==> src/shared/pin_mux_pkg.sv <==
// package of constants for the pin function and wake-up controller
package pin_mux_pkg;
  // =====================================================
  // register map (byte offsets on the plain register port)
  localparam logic [7:0] ADDR_DIR6 = 8'h00;
  localparam logic [7:0] ADDR_DIR7 = 8'h01;
  localparam logic [7:0] ADDR_DIR8 = 8'h02;
  localparam logic [7:0] ADDR_OUT6 = 8'h03;
  localparam logic [7:0] ADDR_OUT7 = 8'h04;
  localparam logic [7:0] ADDR_OUT8 = 8'h05;
  localparam logic [7:0] ADDR_IN6 = 8'h06;
  localparam logic [7:0] ADDR_IN7 = 8'h07;
  localparam logic [7:0] ADDR_IN8 = 8'h08;
  localparam logic [7:0] ADDR_WAKE6 = 8'h09;
  localparam logic [7:0] ADDR_WAKE7 = 8'h0A;
  localparam logic [7:0] ADDR_WAKE8 = 8'h0B;
  localparam logic [7:0] ADDR_PULLUP6 = 8'h0C;
  localparam logic [7:0] ADDR_PULLDN6 = 8'h0D;
  localparam logic [7:0] ADDR_ODRAIN6 = 8'h0E;
  localparam logic [7:0] ADDR_PULLUP8 = 8'h0F;
  localparam logic [7:0] ADDR_LCD7 = 8'h10;
  localparam logic [7:0] ADDR_LCD8 = 8'h11;
  localparam logic [7:0] ADDR_FUNC = 8'h12;
  localparam logic [7:0] ADDR_CTR_CTRL = 8'h13;
  localparam logic [7:0] ADDR_STATUS = 8'h14;
  localparam logic [7:0] ADDR_MASK = 8'h15;
  // =====================================================
  // field positions
  localparam int FUNC_IRQ_A = 0;
  localparam int FUNC_IRQ_B = 1;
  localparam int FUNC_CTR = 2;
  localparam int FUNC_IR = 3;
  localparam int EDGE_BIT = 7;
  localparam int ST_IRQ_A = 0;
  localparam int ST_IRQ_B = 1;
  localparam int ST_WAKE = 2;
  localparam int ST_BITS = 3;
  // =====================================================
  // values after reset: every option disabled
  localparam logic [7:0] RESET_OFF = 8'h00;
  localparam logic [7:0] RESET_DIR = 8'hFF;
  // power modes
  typedef enum logic [1:0] {
    mode_normal,
    mode_green,
    mode_idle,
    mode_sleep
  } power_mode_e;
endpackage

==> src/pin_sync.sv <==
// two-flop synchroniser bank for asynchronous pin inputs
`timescale 1ns/10ps
module pin_sync #(
  parameter int WIDTH = 8
) (
  input wire logic core_clk,
  input wire logic rst_b,
  input wire logic [WIDTH-1:0] async_in,
  output logic [WIDTH-1:0] sync_out
);
  logic [WIDTH-1:0] stage_one;

  // =====================================================
  // first stage feeds only the second stage
  always_ff @(posedge core_clk or negedge rst_b) begin
    if (!rst_b) begin
      stage_one <= '0;
      sync_out <= '0;
    end else begin
      stage_one <= async_in;
      sync_out <= stage_one;
    end
  end
endmodule

==> src/pin_function_wakeup_ctrl.sv <==
// pin function multiplexing and pin-change wake-up controller
//
// The address-and-strobe port and the address map are this design's own decisions.
`timescale 1ns/10ps
// Operation
// Bit 7 of the counter control register picks the edge of ext_irq_a.
// The ext_irq_b request rises only on a falling edge of its pin.
// A level change on either external interrupt pin wakes Sleep/Idle.
// A level change on any port six, seven or eight pin wakes Sleep/Idle.
// Port six pins offer pull-high, pull-down and open-drain options.
// Port eight pins offer a pull-high option.
// The block stays in reset while the active-low reset is held low.
// General output, counter and interrupt pins have wake forced off; here the interrupt pins wake while their function is selected.
// LCD pins force off input, wake and pulls but keep open-drain.
// All software pin options reset to disabled.
// The shared counter pin, when selected, clocks the counter input.
// The IR/PWM output drives the shared infrared pin when selected.
// The shared counter pin works in Normal, Green and Idle only.
// Pin ownership: analog, then digital out, digital in, general I/O.
// Software disables wake on pins serving another function.
// All enabled wake sources merge into one wake request.
module pin_function_wakeup_ctrl
  import pin_mux_pkg::*;
#(
  parameter int P6_W = 8,
  parameter int P7_W = 8,
  parameter int P8_W = 5
) (
  input wire logic core_clk,
  input wire logic rst_b,
  input wire logic [7:0] reg_addr,
  input wire logic [7:0] reg_wdata,
  input wire logic reg_wr,
  input wire logic reg_rd,
  output logic [7:0] reg_rdata,
  input wire logic [1:0] power_mode,
  input wire logic infrared_pwm_out,
  input wire logic ext_irq_a_in,
  input wire logic ext_irq_b_in,
  input wire logic shared_counter_in,
  input wire logic [P6_W-1:0] port_six_in,
  output logic [P6_W-1:0] port_six_out,
  output logic [P6_W-1:0] port_six_oe_b,
  output logic [P6_W-1:0] port_six_pullup,
  output logic [P6_W-1:0] port_six_pulldown,
  input wire logic [P7_W-1:0] port_seven_in,
  output logic [P7_W-1:0] port_seven_out,
  output logic [P7_W-1:0] port_seven_oe_b,
  input wire logic [P8_W-1:0] port_eight_in,
  output logic [P8_W-1:0] port_eight_out,
  output logic [P8_W-1:0] port_eight_oe_b,
  output logic [P8_W-1:0] port_eight_pullup,
  output logic [P7_W-1:0] lcd_seg_sel7,
  output logic [P8_W-1:0] lcd_seg_sel8,
  output logic shared_infrared_out,
  output logic shared_infrared_oe_b,
  output logic rtc_counter_input,
  output logic ext_irq_a,
  output logic ext_irq_b,
  output logic wake_req,
  output logic irq
);
  localparam int SYNC_W = P6_W + P7_W + P8_W + 3;

  // =====================================================
  // software state
  logic [P6_W-1:0] dir6, out6, wake6, pu6, pd6, od6;
  logic [P7_W-1:0] dir7, out7, wake7, lcd7;
  logic [P8_W-1:0] dir8, out8, wake8, pu8, lcd8;
  logic [3:0] func;
  logic [7:0] ctr_ctrl;
  logic [ST_BITS-1:0] status, mask;
  logic [P6_W-1:0] next_dir6, next_out6, next_wake6;
  logic [P6_W-1:0] next_pu6, next_pd6, next_od6;
  logic [P7_W-1:0] next_dir7, next_out7, next_wake7, next_lcd7;
  logic [P8_W-1:0] next_dir8, next_out8, next_wake8, next_pu8;
  logic [P8_W-1:0] next_lcd8;
  logic [3:0] next_func;
  logic [7:0] next_ctr_ctrl, next_rdata;
  logic [ST_BITS-1:0] next_status, next_mask;
  // pin sample state
  logic [SYNC_W-1:0] sync_now, sync_prev;
  logic [P6_W-1:0] s6;
  logic [P7_W-1:0] s7;
  logic [P8_W-1:0] s8;
  logic sa, sb, sc, pa, pb;
  logic edge_a, edge_b, wake_any, sleeping;
  logic [ST_BITS-1:0] events;

  // =====================================================
  // synchronise every pin before use
  pin_sync #(.WIDTH(SYNC_W)) u_sync (
    .core_clk(core_clk),
    .rst_b(rst_b),
    .async_in({shared_counter_in, ext_irq_b_in, ext_irq_a_in,
               port_eight_in, port_seven_in, port_six_in}),
    .sync_out(sync_now)
  );

  assign {sc, sb, sa, s8, s7, s6} = sync_now;
  assign pb = sync_prev[SYNC_W-2];
  assign pa = sync_prev[SYNC_W-3];
  assign sleeping = (power_mode == mode_sleep);

  // returns one bit, set when any enabled wake source changed
  function automatic logic any_change(input logic [SYNC_W-1:0] a,
                                      input logic [SYNC_W-1:0] b,
                                      input logic [SYNC_W-1:0] en);
    any_change = |((a ^ b) & en);
  endfunction

  // =====================================================
  // pin drive and function ownership
  always_comb begin
    // lcd (analog) wins over output, then general I/O
    // lcd pins release drive and pulls
    port_seven_out = out7;
    port_seven_oe_b = dir7 | lcd7;
    lcd_seg_sel7 = lcd7;
    port_eight_out = out8;
    port_eight_oe_b = dir8 | lcd8;
    lcd_seg_sel8 = lcd8;
    // port eight pull-high, off on lcd pins
    port_eight_pullup = pu8 & ~lcd8;
    // port six pulls and open-drain, oe low drives
    port_six_out = out6;
    port_six_oe_b = dir6 | (od6 & out6);
    port_six_pullup = pu6;
    port_six_pulldown = pd6;
    // infrared output owns its pin when selected
    shared_infrared_out = infrared_pwm_out;
    shared_infrared_oe_b = ~func[FUNC_IR];
  end

  // =====================================================
  // edge detection and wake combining
  always_comb begin
    // polarity from counter control bit 7
    if (ctr_ctrl[EDGE_BIT]) begin
      edge_a = sa & ~pa;
    end else begin
      edge_a = ~sa & pa;
    end
    // falling edge only
    edge_b = ~sb & pb;
    // wake off on output, lcd and counter pins (R9 too)
    // port pin changes, interrupt pin changes
    wake_any = any_change(sync_now, sync_prev,
      {1'b0, func[FUNC_IRQ_B], func[FUNC_IRQ_A],
       wake8 & dir8 & ~lcd8, wake7 & dir7 & ~lcd7, wake6 & dir6});
    events = '0;
    events[ST_IRQ_A] = edge_a & func[FUNC_IRQ_A];
    events[ST_IRQ_B] = edge_b & func[FUNC_IRQ_B];
    events[ST_WAKE] = wake_any;
  end

  // counter pin routed in, gated off in sleep
  assign rtc_counter_input = sc & func[FUNC_CTR] & ~sleeping;

  // =====================================================
  // register next-state logic
  always_comb begin
    next_dir6 = dir6;
    next_out6 = out6;
    next_wake6 = wake6;
    next_pu6 = pu6;
    next_pd6 = pd6;
    next_od6 = od6;
    next_dir7 = dir7;
    next_out7 = out7;
    next_wake7 = wake7;
    next_lcd7 = lcd7;
    next_dir8 = dir8;
    next_out8 = out8;
    next_wake8 = wake8;
    next_pu8 = pu8;
    next_lcd8 = lcd8;
    next_func = func;
    next_ctr_ctrl = ctr_ctrl;
    next_mask = mask;
    next_status = status;
    next_rdata = 8'h00;
    if (reg_wr) begin
      if (reg_addr == ADDR_DIR6) begin
        next_dir6 = reg_wdata[P6_W-1:0];
      end else if (reg_addr == ADDR_DIR7) begin
        next_dir7 = reg_wdata[P7_W-1:0];
      end else if (reg_addr == ADDR_DIR8) begin
        next_dir8 = reg_wdata[P8_W-1:0];
      end else if (reg_addr == ADDR_OUT6) begin
        next_out6 = reg_wdata[P6_W-1:0];
      end else if (reg_addr == ADDR_OUT7) begin
        next_out7 = reg_wdata[P7_W-1:0];
      end else if (reg_addr == ADDR_OUT8) begin
        next_out8 = reg_wdata[P8_W-1:0];
      end else if (reg_addr == ADDR_WAKE6) begin
        next_wake6 = reg_wdata[P6_W-1:0];
      end else if (reg_addr == ADDR_WAKE7) begin
        next_wake7 = reg_wdata[P7_W-1:0];
      end else if (reg_addr == ADDR_WAKE8) begin
        next_wake8 = reg_wdata[P8_W-1:0];
      end else if (reg_addr == ADDR_PULLUP6) begin
        next_pu6 = reg_wdata[P6_W-1:0];
      end else if (reg_addr == ADDR_PULLDN6) begin
        next_pd6 = reg_wdata[P6_W-1:0];
      end else if (reg_addr == ADDR_ODRAIN6) begin
        next_od6 = reg_wdata[P6_W-1:0];
      end else if (reg_addr == ADDR_PULLUP8) begin
        next_pu8 = reg_wdata[P8_W-1:0];
      end else if (reg_addr == ADDR_LCD7) begin
        next_lcd7 = reg_wdata[P7_W-1:0];
      end else if (reg_addr == ADDR_LCD8) begin
        next_lcd8 = reg_wdata[P8_W-1:0];
      end else if (reg_addr == ADDR_FUNC) begin
        next_func = reg_wdata[3:0];
      end else if (reg_addr == ADDR_CTR_CTRL) begin
        next_ctr_ctrl = reg_wdata;
      end else if (reg_addr == ADDR_STATUS) begin
        next_status = status & ~reg_wdata[ST_BITS-1:0];
      end else if (reg_addr == ADDR_MASK) begin
        next_mask = reg_wdata[ST_BITS-1:0];
      end
    end
    // set wins over a same-cycle clear
    next_status = next_status | events;
    if (reg_rd) begin
      if (reg_addr == ADDR_DIR6) begin
        next_rdata = 8'(dir6);
      end else if (reg_addr == ADDR_DIR7) begin
        next_rdata = 8'(dir7);
      end else if (reg_addr == ADDR_DIR8) begin
        next_rdata = 8'(dir8);
      end else if (reg_addr == ADDR_OUT6) begin
        next_rdata = 8'(out6);
      end else if (reg_addr == ADDR_OUT7) begin
        next_rdata = 8'(out7);
      end else if (reg_addr == ADDR_OUT8) begin
        next_rdata = 8'(out8);
      end else if (reg_addr == ADDR_IN6) begin
        next_rdata = 8'(s6);
      end else if (reg_addr == ADDR_IN7) begin
        // lcd pins read back zero
        next_rdata = 8'(s7 & ~lcd7);
      end else if (reg_addr == ADDR_IN8) begin
        next_rdata = 8'(s8 & ~lcd8);
      end else if (reg_addr == ADDR_WAKE6) begin
        next_rdata = 8'(wake6);
      end else if (reg_addr == ADDR_WAKE7) begin
        next_rdata = 8'(wake7);
      end else if (reg_addr == ADDR_WAKE8) begin
        next_rdata = 8'(wake8);
      end else if (reg_addr == ADDR_PULLUP6) begin
        next_rdata = 8'(pu6);
      end else if (reg_addr == ADDR_PULLDN6) begin
        next_rdata = 8'(pd6);
      end else if (reg_addr == ADDR_ODRAIN6) begin
        next_rdata = 8'(od6);
      end else if (reg_addr == ADDR_PULLUP8) begin
        next_rdata = 8'(pu8);
      end else if (reg_addr == ADDR_LCD7) begin
        next_rdata = 8'(lcd7);
      end else if (reg_addr == ADDR_LCD8) begin
        next_rdata = 8'(lcd8);
      end else if (reg_addr == ADDR_FUNC) begin
        next_rdata = 8'(func);
      end else if (reg_addr == ADDR_CTR_CTRL) begin
        next_rdata = ctr_ctrl;
      end else if (reg_addr == ADDR_STATUS) begin
        next_rdata = 8'(status);
      end else if (reg_addr == ADDR_MASK) begin
        next_rdata = 8'(mask);
      end
    end
  end

  // =====================================================
  // registers; held in reset while rst_b is low
  always_ff @(posedge core_clk or negedge rst_b) begin
    if (!rst_b) begin
      // all options disabled, pins as inputs
      dir6 <= P6_W'(RESET_DIR);
      dir7 <= P7_W'(RESET_DIR);
      dir8 <= P8_W'(RESET_DIR);
      out6 <= P6_W'(RESET_OFF);
      out7 <= P7_W'(RESET_OFF);
      out8 <= P8_W'(RESET_OFF);
      wake6 <= P6_W'(RESET_OFF);
      wake7 <= P7_W'(RESET_OFF);
      wake8 <= P8_W'(RESET_OFF);
      pu6 <= P6_W'(RESET_OFF);
      pd6 <= P6_W'(RESET_OFF);
      od6 <= P6_W'(RESET_OFF);
      pu8 <= P8_W'(RESET_OFF);
      lcd7 <= P7_W'(RESET_OFF);
      lcd8 <= P8_W'(RESET_OFF);
      func <= RESET_OFF[3:0];
      ctr_ctrl <= RESET_OFF;
      status <= RESET_OFF[ST_BITS-1:0];
      mask <= RESET_OFF[ST_BITS-1:0];
      reg_rdata <= RESET_OFF;
      sync_prev <= '0;
      ext_irq_a <= 1'b0;
      ext_irq_b <= 1'b0;
      wake_req <= 1'b0;
    end else begin
      dir6 <= next_dir6;
      dir7 <= next_dir7;
      dir8 <= next_dir8;
      out6 <= next_out6;
      out7 <= next_out7;
      out8 <= next_out8;
      wake6 <= next_wake6;
      wake7 <= next_wake7;
      wake8 <= next_wake8;
      pu6 <= next_pu6;
      pd6 <= next_pd6;
      od6 <= next_od6;
      pu8 <= next_pu8;
      lcd7 <= next_lcd7;
      lcd8 <= next_lcd8;
      func <= next_func;
      ctr_ctrl <= next_ctr_ctrl;
      status <= next_status;
      mask <= next_mask;
      reg_rdata <= next_rdata;
      sync_prev <= sync_now;
      ext_irq_a <= events[ST_IRQ_A];
      ext_irq_b <= events[ST_IRQ_B];
      // one merged wake pulse
      wake_req <= wake_any;
    end
  end

  // level interrupt from unmasked sticky bits
  assign irq = |(status & mask);
endmodule

==> config.mk <==
export PLATFORM = sky130hd
export DESIGN_NAME = pin_function_wakeup_ctrl
export DESIGN_NICKNAME = d
export VERILOG_FILES = /design/src/shared/pin_mux_pkg.sv /design/src/pin_sync.sv /design/src/pin_function_wakeup_ctrl.sv
export SDC_FILE = /design/constraint.sdc
export NUM_CORES = 1
export LEC_CHECK = 0
export ABC_AREA = 1
export ABC_CLOCK_PERIOD_IN_PS = 1650
export BUFFER_PORTS_ARGS = -buffer_cell sky130_fd_sc_hd__buf_2
export CORE_MARGIN = 8
export CORE_UTILIZATION = 38
export CTS_CLUSTER_DIAMETER = 120
export DETAILED_ROUTE_END_ITERATION = 6
export MAX_ROUTING_LAYER = met4
export PLACE_DENSITY = 0.54
export SLEW_MARGIN = 10
export SYNTH_ARGS = -nofsm -noshare
export SYNTH_HDL_FRONTEND = slang
export SYNTH_SLANG_ARGS = --single-unit
==> constraint.sdc <==
create_clock -name core_clk -period 1.65 [get_ports core_clk]
set_input_delay 0.2475 -clock core_clk [delete_from_list [all_inputs] [get_ports core_clk]]
set_output_delay 0.2475 -clock core_clk [all_outputs]
set_load 0.02 [all_outputs]
==> impl_metrics.tcl <==
set metrics [dict create \
    crit_path_end_kind "output port" \
    grt_pass1_vias 8562 \
    n_fill_cell 2093 \
    die_h_um 169 \
    skew_ns 0.0213 \
    die_area_sq_um 28500 \
    synth_top_area_frac 0.519 \
    clockRootBuffer "clkbuf_16" \
    r2r_slack_ns -0.03 \
    antenna_cells 0 \
    worstSetupEndpoint "port_eight_oe_b[4]" \
    syn_area_per_cell_sq_um 8.91 \
    arrival_ns 1.44 \
    gp_congestion 0.958 \
    die_w_um 169 \
    r2r_end "reg_rdata[0]" \
    routed_via_density 4.90 \
    cp.depth 3 \
    multi_input_area_sq_um 3570 \
    hpwlAfterDp_um 25000 \
    synth_edf_count 0 \
    place_ws_ns -0.640 \
    synth_nets 1046 \
    ys_types 43 \
    seqCellArea_sq_um 5160 \
    clock_path_buffers 3 \
    status "finished with violations" \
    vdd_ir_drop_max_mv 0.740 \
    hold_path.class "in2reg" \
    synthArstFlopShare 1.00 \
    cts_tree "built" \
    crit_chain "buf_4 -> or2_4 -> buf_6" \
    critical_path_buf_inv_count 2 \
    area_delta_synth_final_pct 49.9 \
    drc 2 \
    drive_gt1_frac 0.388 \
    power_density_nw_per_um2 936 \
    io_pins 138 \
    tightestPinTransition_ns 0.499 \
    synthFlopType "dfrtp_1" \
    synth-seq-cells 205 \
    yosys.area.top_type "dfrtp_1" \
    max_freq_ghz 0.591 \
    slew_headroom 0.668 \
    r2r_start "mask[0]" \
    rsz0062_at_grt "yes" \
    setup_ws_ns -0.0423 \
    nets 1428 \
    yosys_warnings 0 \
    wl_um 33600 \
    cap_violations 0 \
    antenna_found_initial 0 \
    clk_pin_slew_ns 0.06 \
    final_cell_mix "nand2_1 (247), buf_4 (192), dfrtp_1 (183)" \
    grt_pass1_wl_um 51400 \
    numPortBuffers 135 \
    critPathLaunch "lcd_seg_sel8[4]" \
    wl_per_cell_um 19.6 \
    critPathRequiredTime_ns 1.40 \
    worst-path-max-fanout 4 \
    syn-cell-area_sq_um 8880 \
    htreeDepth 1 \
    clock_latency_ns 0.53 \
    slew_viol_final 0 \
    hold_violations 0 \
    ys_seq_area_frac 0.581 \
    synthesis.instances 996 \
    max_stage_delay_ns 0.42 \
    grt_max_degree 48 \
    synth_area_leaders "dfrtp_1 (52%), nand2_1 (11%), dfstp_2 (6.2%)" \
    violations "DRC, setup timing" \
    final_common_cell "nand2_1" \
    whs_ns 0.0509 \
    fin_crit_sh 1.03 \
    via_count 8401 \
    critPathTopFamily "flip-flops" \
    reg2reg_depth 12 \
    core_area_sq_um 23200 \
    drt_iter0_markers 654 \
    cts.sink_count 205 \
    leakagePower_nw 6.56 \
    cts_inserted_buffers 24 \
    grt-ovfl-total 0 \
    first_pass_iters 7 \
    start_util 0.383 \
    rows 56 \
    critPathSlowestCell "dfrtp_1" \
    grt_usage 0.243 \
    postRouteAntennaNets 0 \
    setup_viol_count_final 3 \
    min_period_ns 1.69 \
    worstSetupStartpointType "register" \
    power_mw 12.5 \
    crit_type "reg2out" \
]
Yosys cell counts (2+ instances only):
cell        n
a21o_1      2
a221oi_1    4
o211ai_1    2
o21ai_0   107
dfrtp_1   184
clkbuf_1   15
nand2_2    11
o21ai_1    32
or2_2      16
nor4_1      2
ha_1        3
nor3_1      4
inv_2      15
nand4_1    27
buf_2       6
inv_1      86
a31oi_1     4
o221ai_1    2
o21bai_1    4
a21oi_1    32
nor2_2     11
nor2_1     62
dfstp_2    21
nand3_1    28
xor2_1     13
o22ai_1    13
nor2_4      6
nand2_1   269
flip-flops by register name, indices dropped and copies added, names as in the netlist, 4 cells and up:
register / flops
ctr_ctrl: 8
dir6: 8
dir7: 8
dir8: 5
func: 4
lcd_seg_sel7: 8
lcd_seg_sel8: 5
od6: 8
port_eight_out: 5
port_seven_out: 8
port_six_out: 8
port_six_pulldown: 8
port_six_pullup: 8
pu8: 5
reg_rdata: 8
sync_prev: 23
u_sync.stage_one: 24
u_sync.sync_out: 24
wake6: 8
wake7: 8
wake8: 5
timing repair:
| item | in CTS | in global routing |
|---|---|---|
| setup endpoints to repair | 23 | 39 |
| hold buffers | 25 | 0 |
| gates resized for setup | 93 | 67 |
| buffers inserted | 23 | 20 |
| pin swaps | 13 | 34 |
| endpoints found under the hold margin | 57 | 0 |
worst min path at each step:
stage | startpoint | cells after the start | endpoint
after global routing | reg_rd | 3 | reg_rdata[7]
after global placement | rst_b | 1 | u_sync.sync_out[23]
final | reg_rd | 3 | reg_rdata[7]
after CTS | reg_rd | 3 | reg_rdata[2]
after detailed placement | rst_b | 1 | u_sync.stage_one[23]
after floorplan | rst_b | 0 | ctr_ctrl[0]
metrics by stage:
step                setup TNS [ns]  area [sq um]  std cells  utilization
finish                      -0.103         13300       1715        0.574
global route                -0.526         13300       1715        0.574
CTS                         -0.120         13000       1698        0.560
detailed placement          -29.05         11500       1619        0.496
global placement            -28.07         11500       1619        0.496
floorplan                        0          8910        996            -
worst register-to-register path: cells and delay by family, from the launching register on:
family	cells	cell delay, ns
simple gates	11	1.11
compound gates	1	0.06
flops	1	0.41
cells by family (layout without fill, tap and decap cells):
kind of cell / count (synthesis) / after routing / synth area share
AND/OR/NAND/NOR: 444 / 444 / 0.222
AO/OA/AOI/OAI: 207 / 207 / 0.126
flip-flops: 205 / 205 / 0.581
buffers and inverters: 123 / 523 / 0.0533
XOR/XNOR: 14 / 14 / 0.0138
adder cells (fa/ha/maj): 3 / 3 / 0.00423
per-layer routing:
metal / track usage / share of wire
met1: 0.326 / 0.45
met2: 0.371 / 0.45
met3: 0.0401 / 0.068
met4: 0.0788 / 0.029
met5: - / 0
report_power, final:
part | switching [mW] | internal (mW)
Clock | 2.16 | 3.36
Sequential | 0.187 | 5.29
Combinational | 0.809 | 0.652
Total | 3.16 | 9.30
layout make-up:
class / instances / area share
flip-flops and latches: 205 / 0.388
inverters: 101 / 0.0296
well taps: 319 / 0.0300
multi-input cells: 668 / 0.268
repair buffers: 378 / 0.222
clock buffers: 36 / 0.0545
clock inverters: 8 / 0.00837
Power figures use the tool's default switching activity.
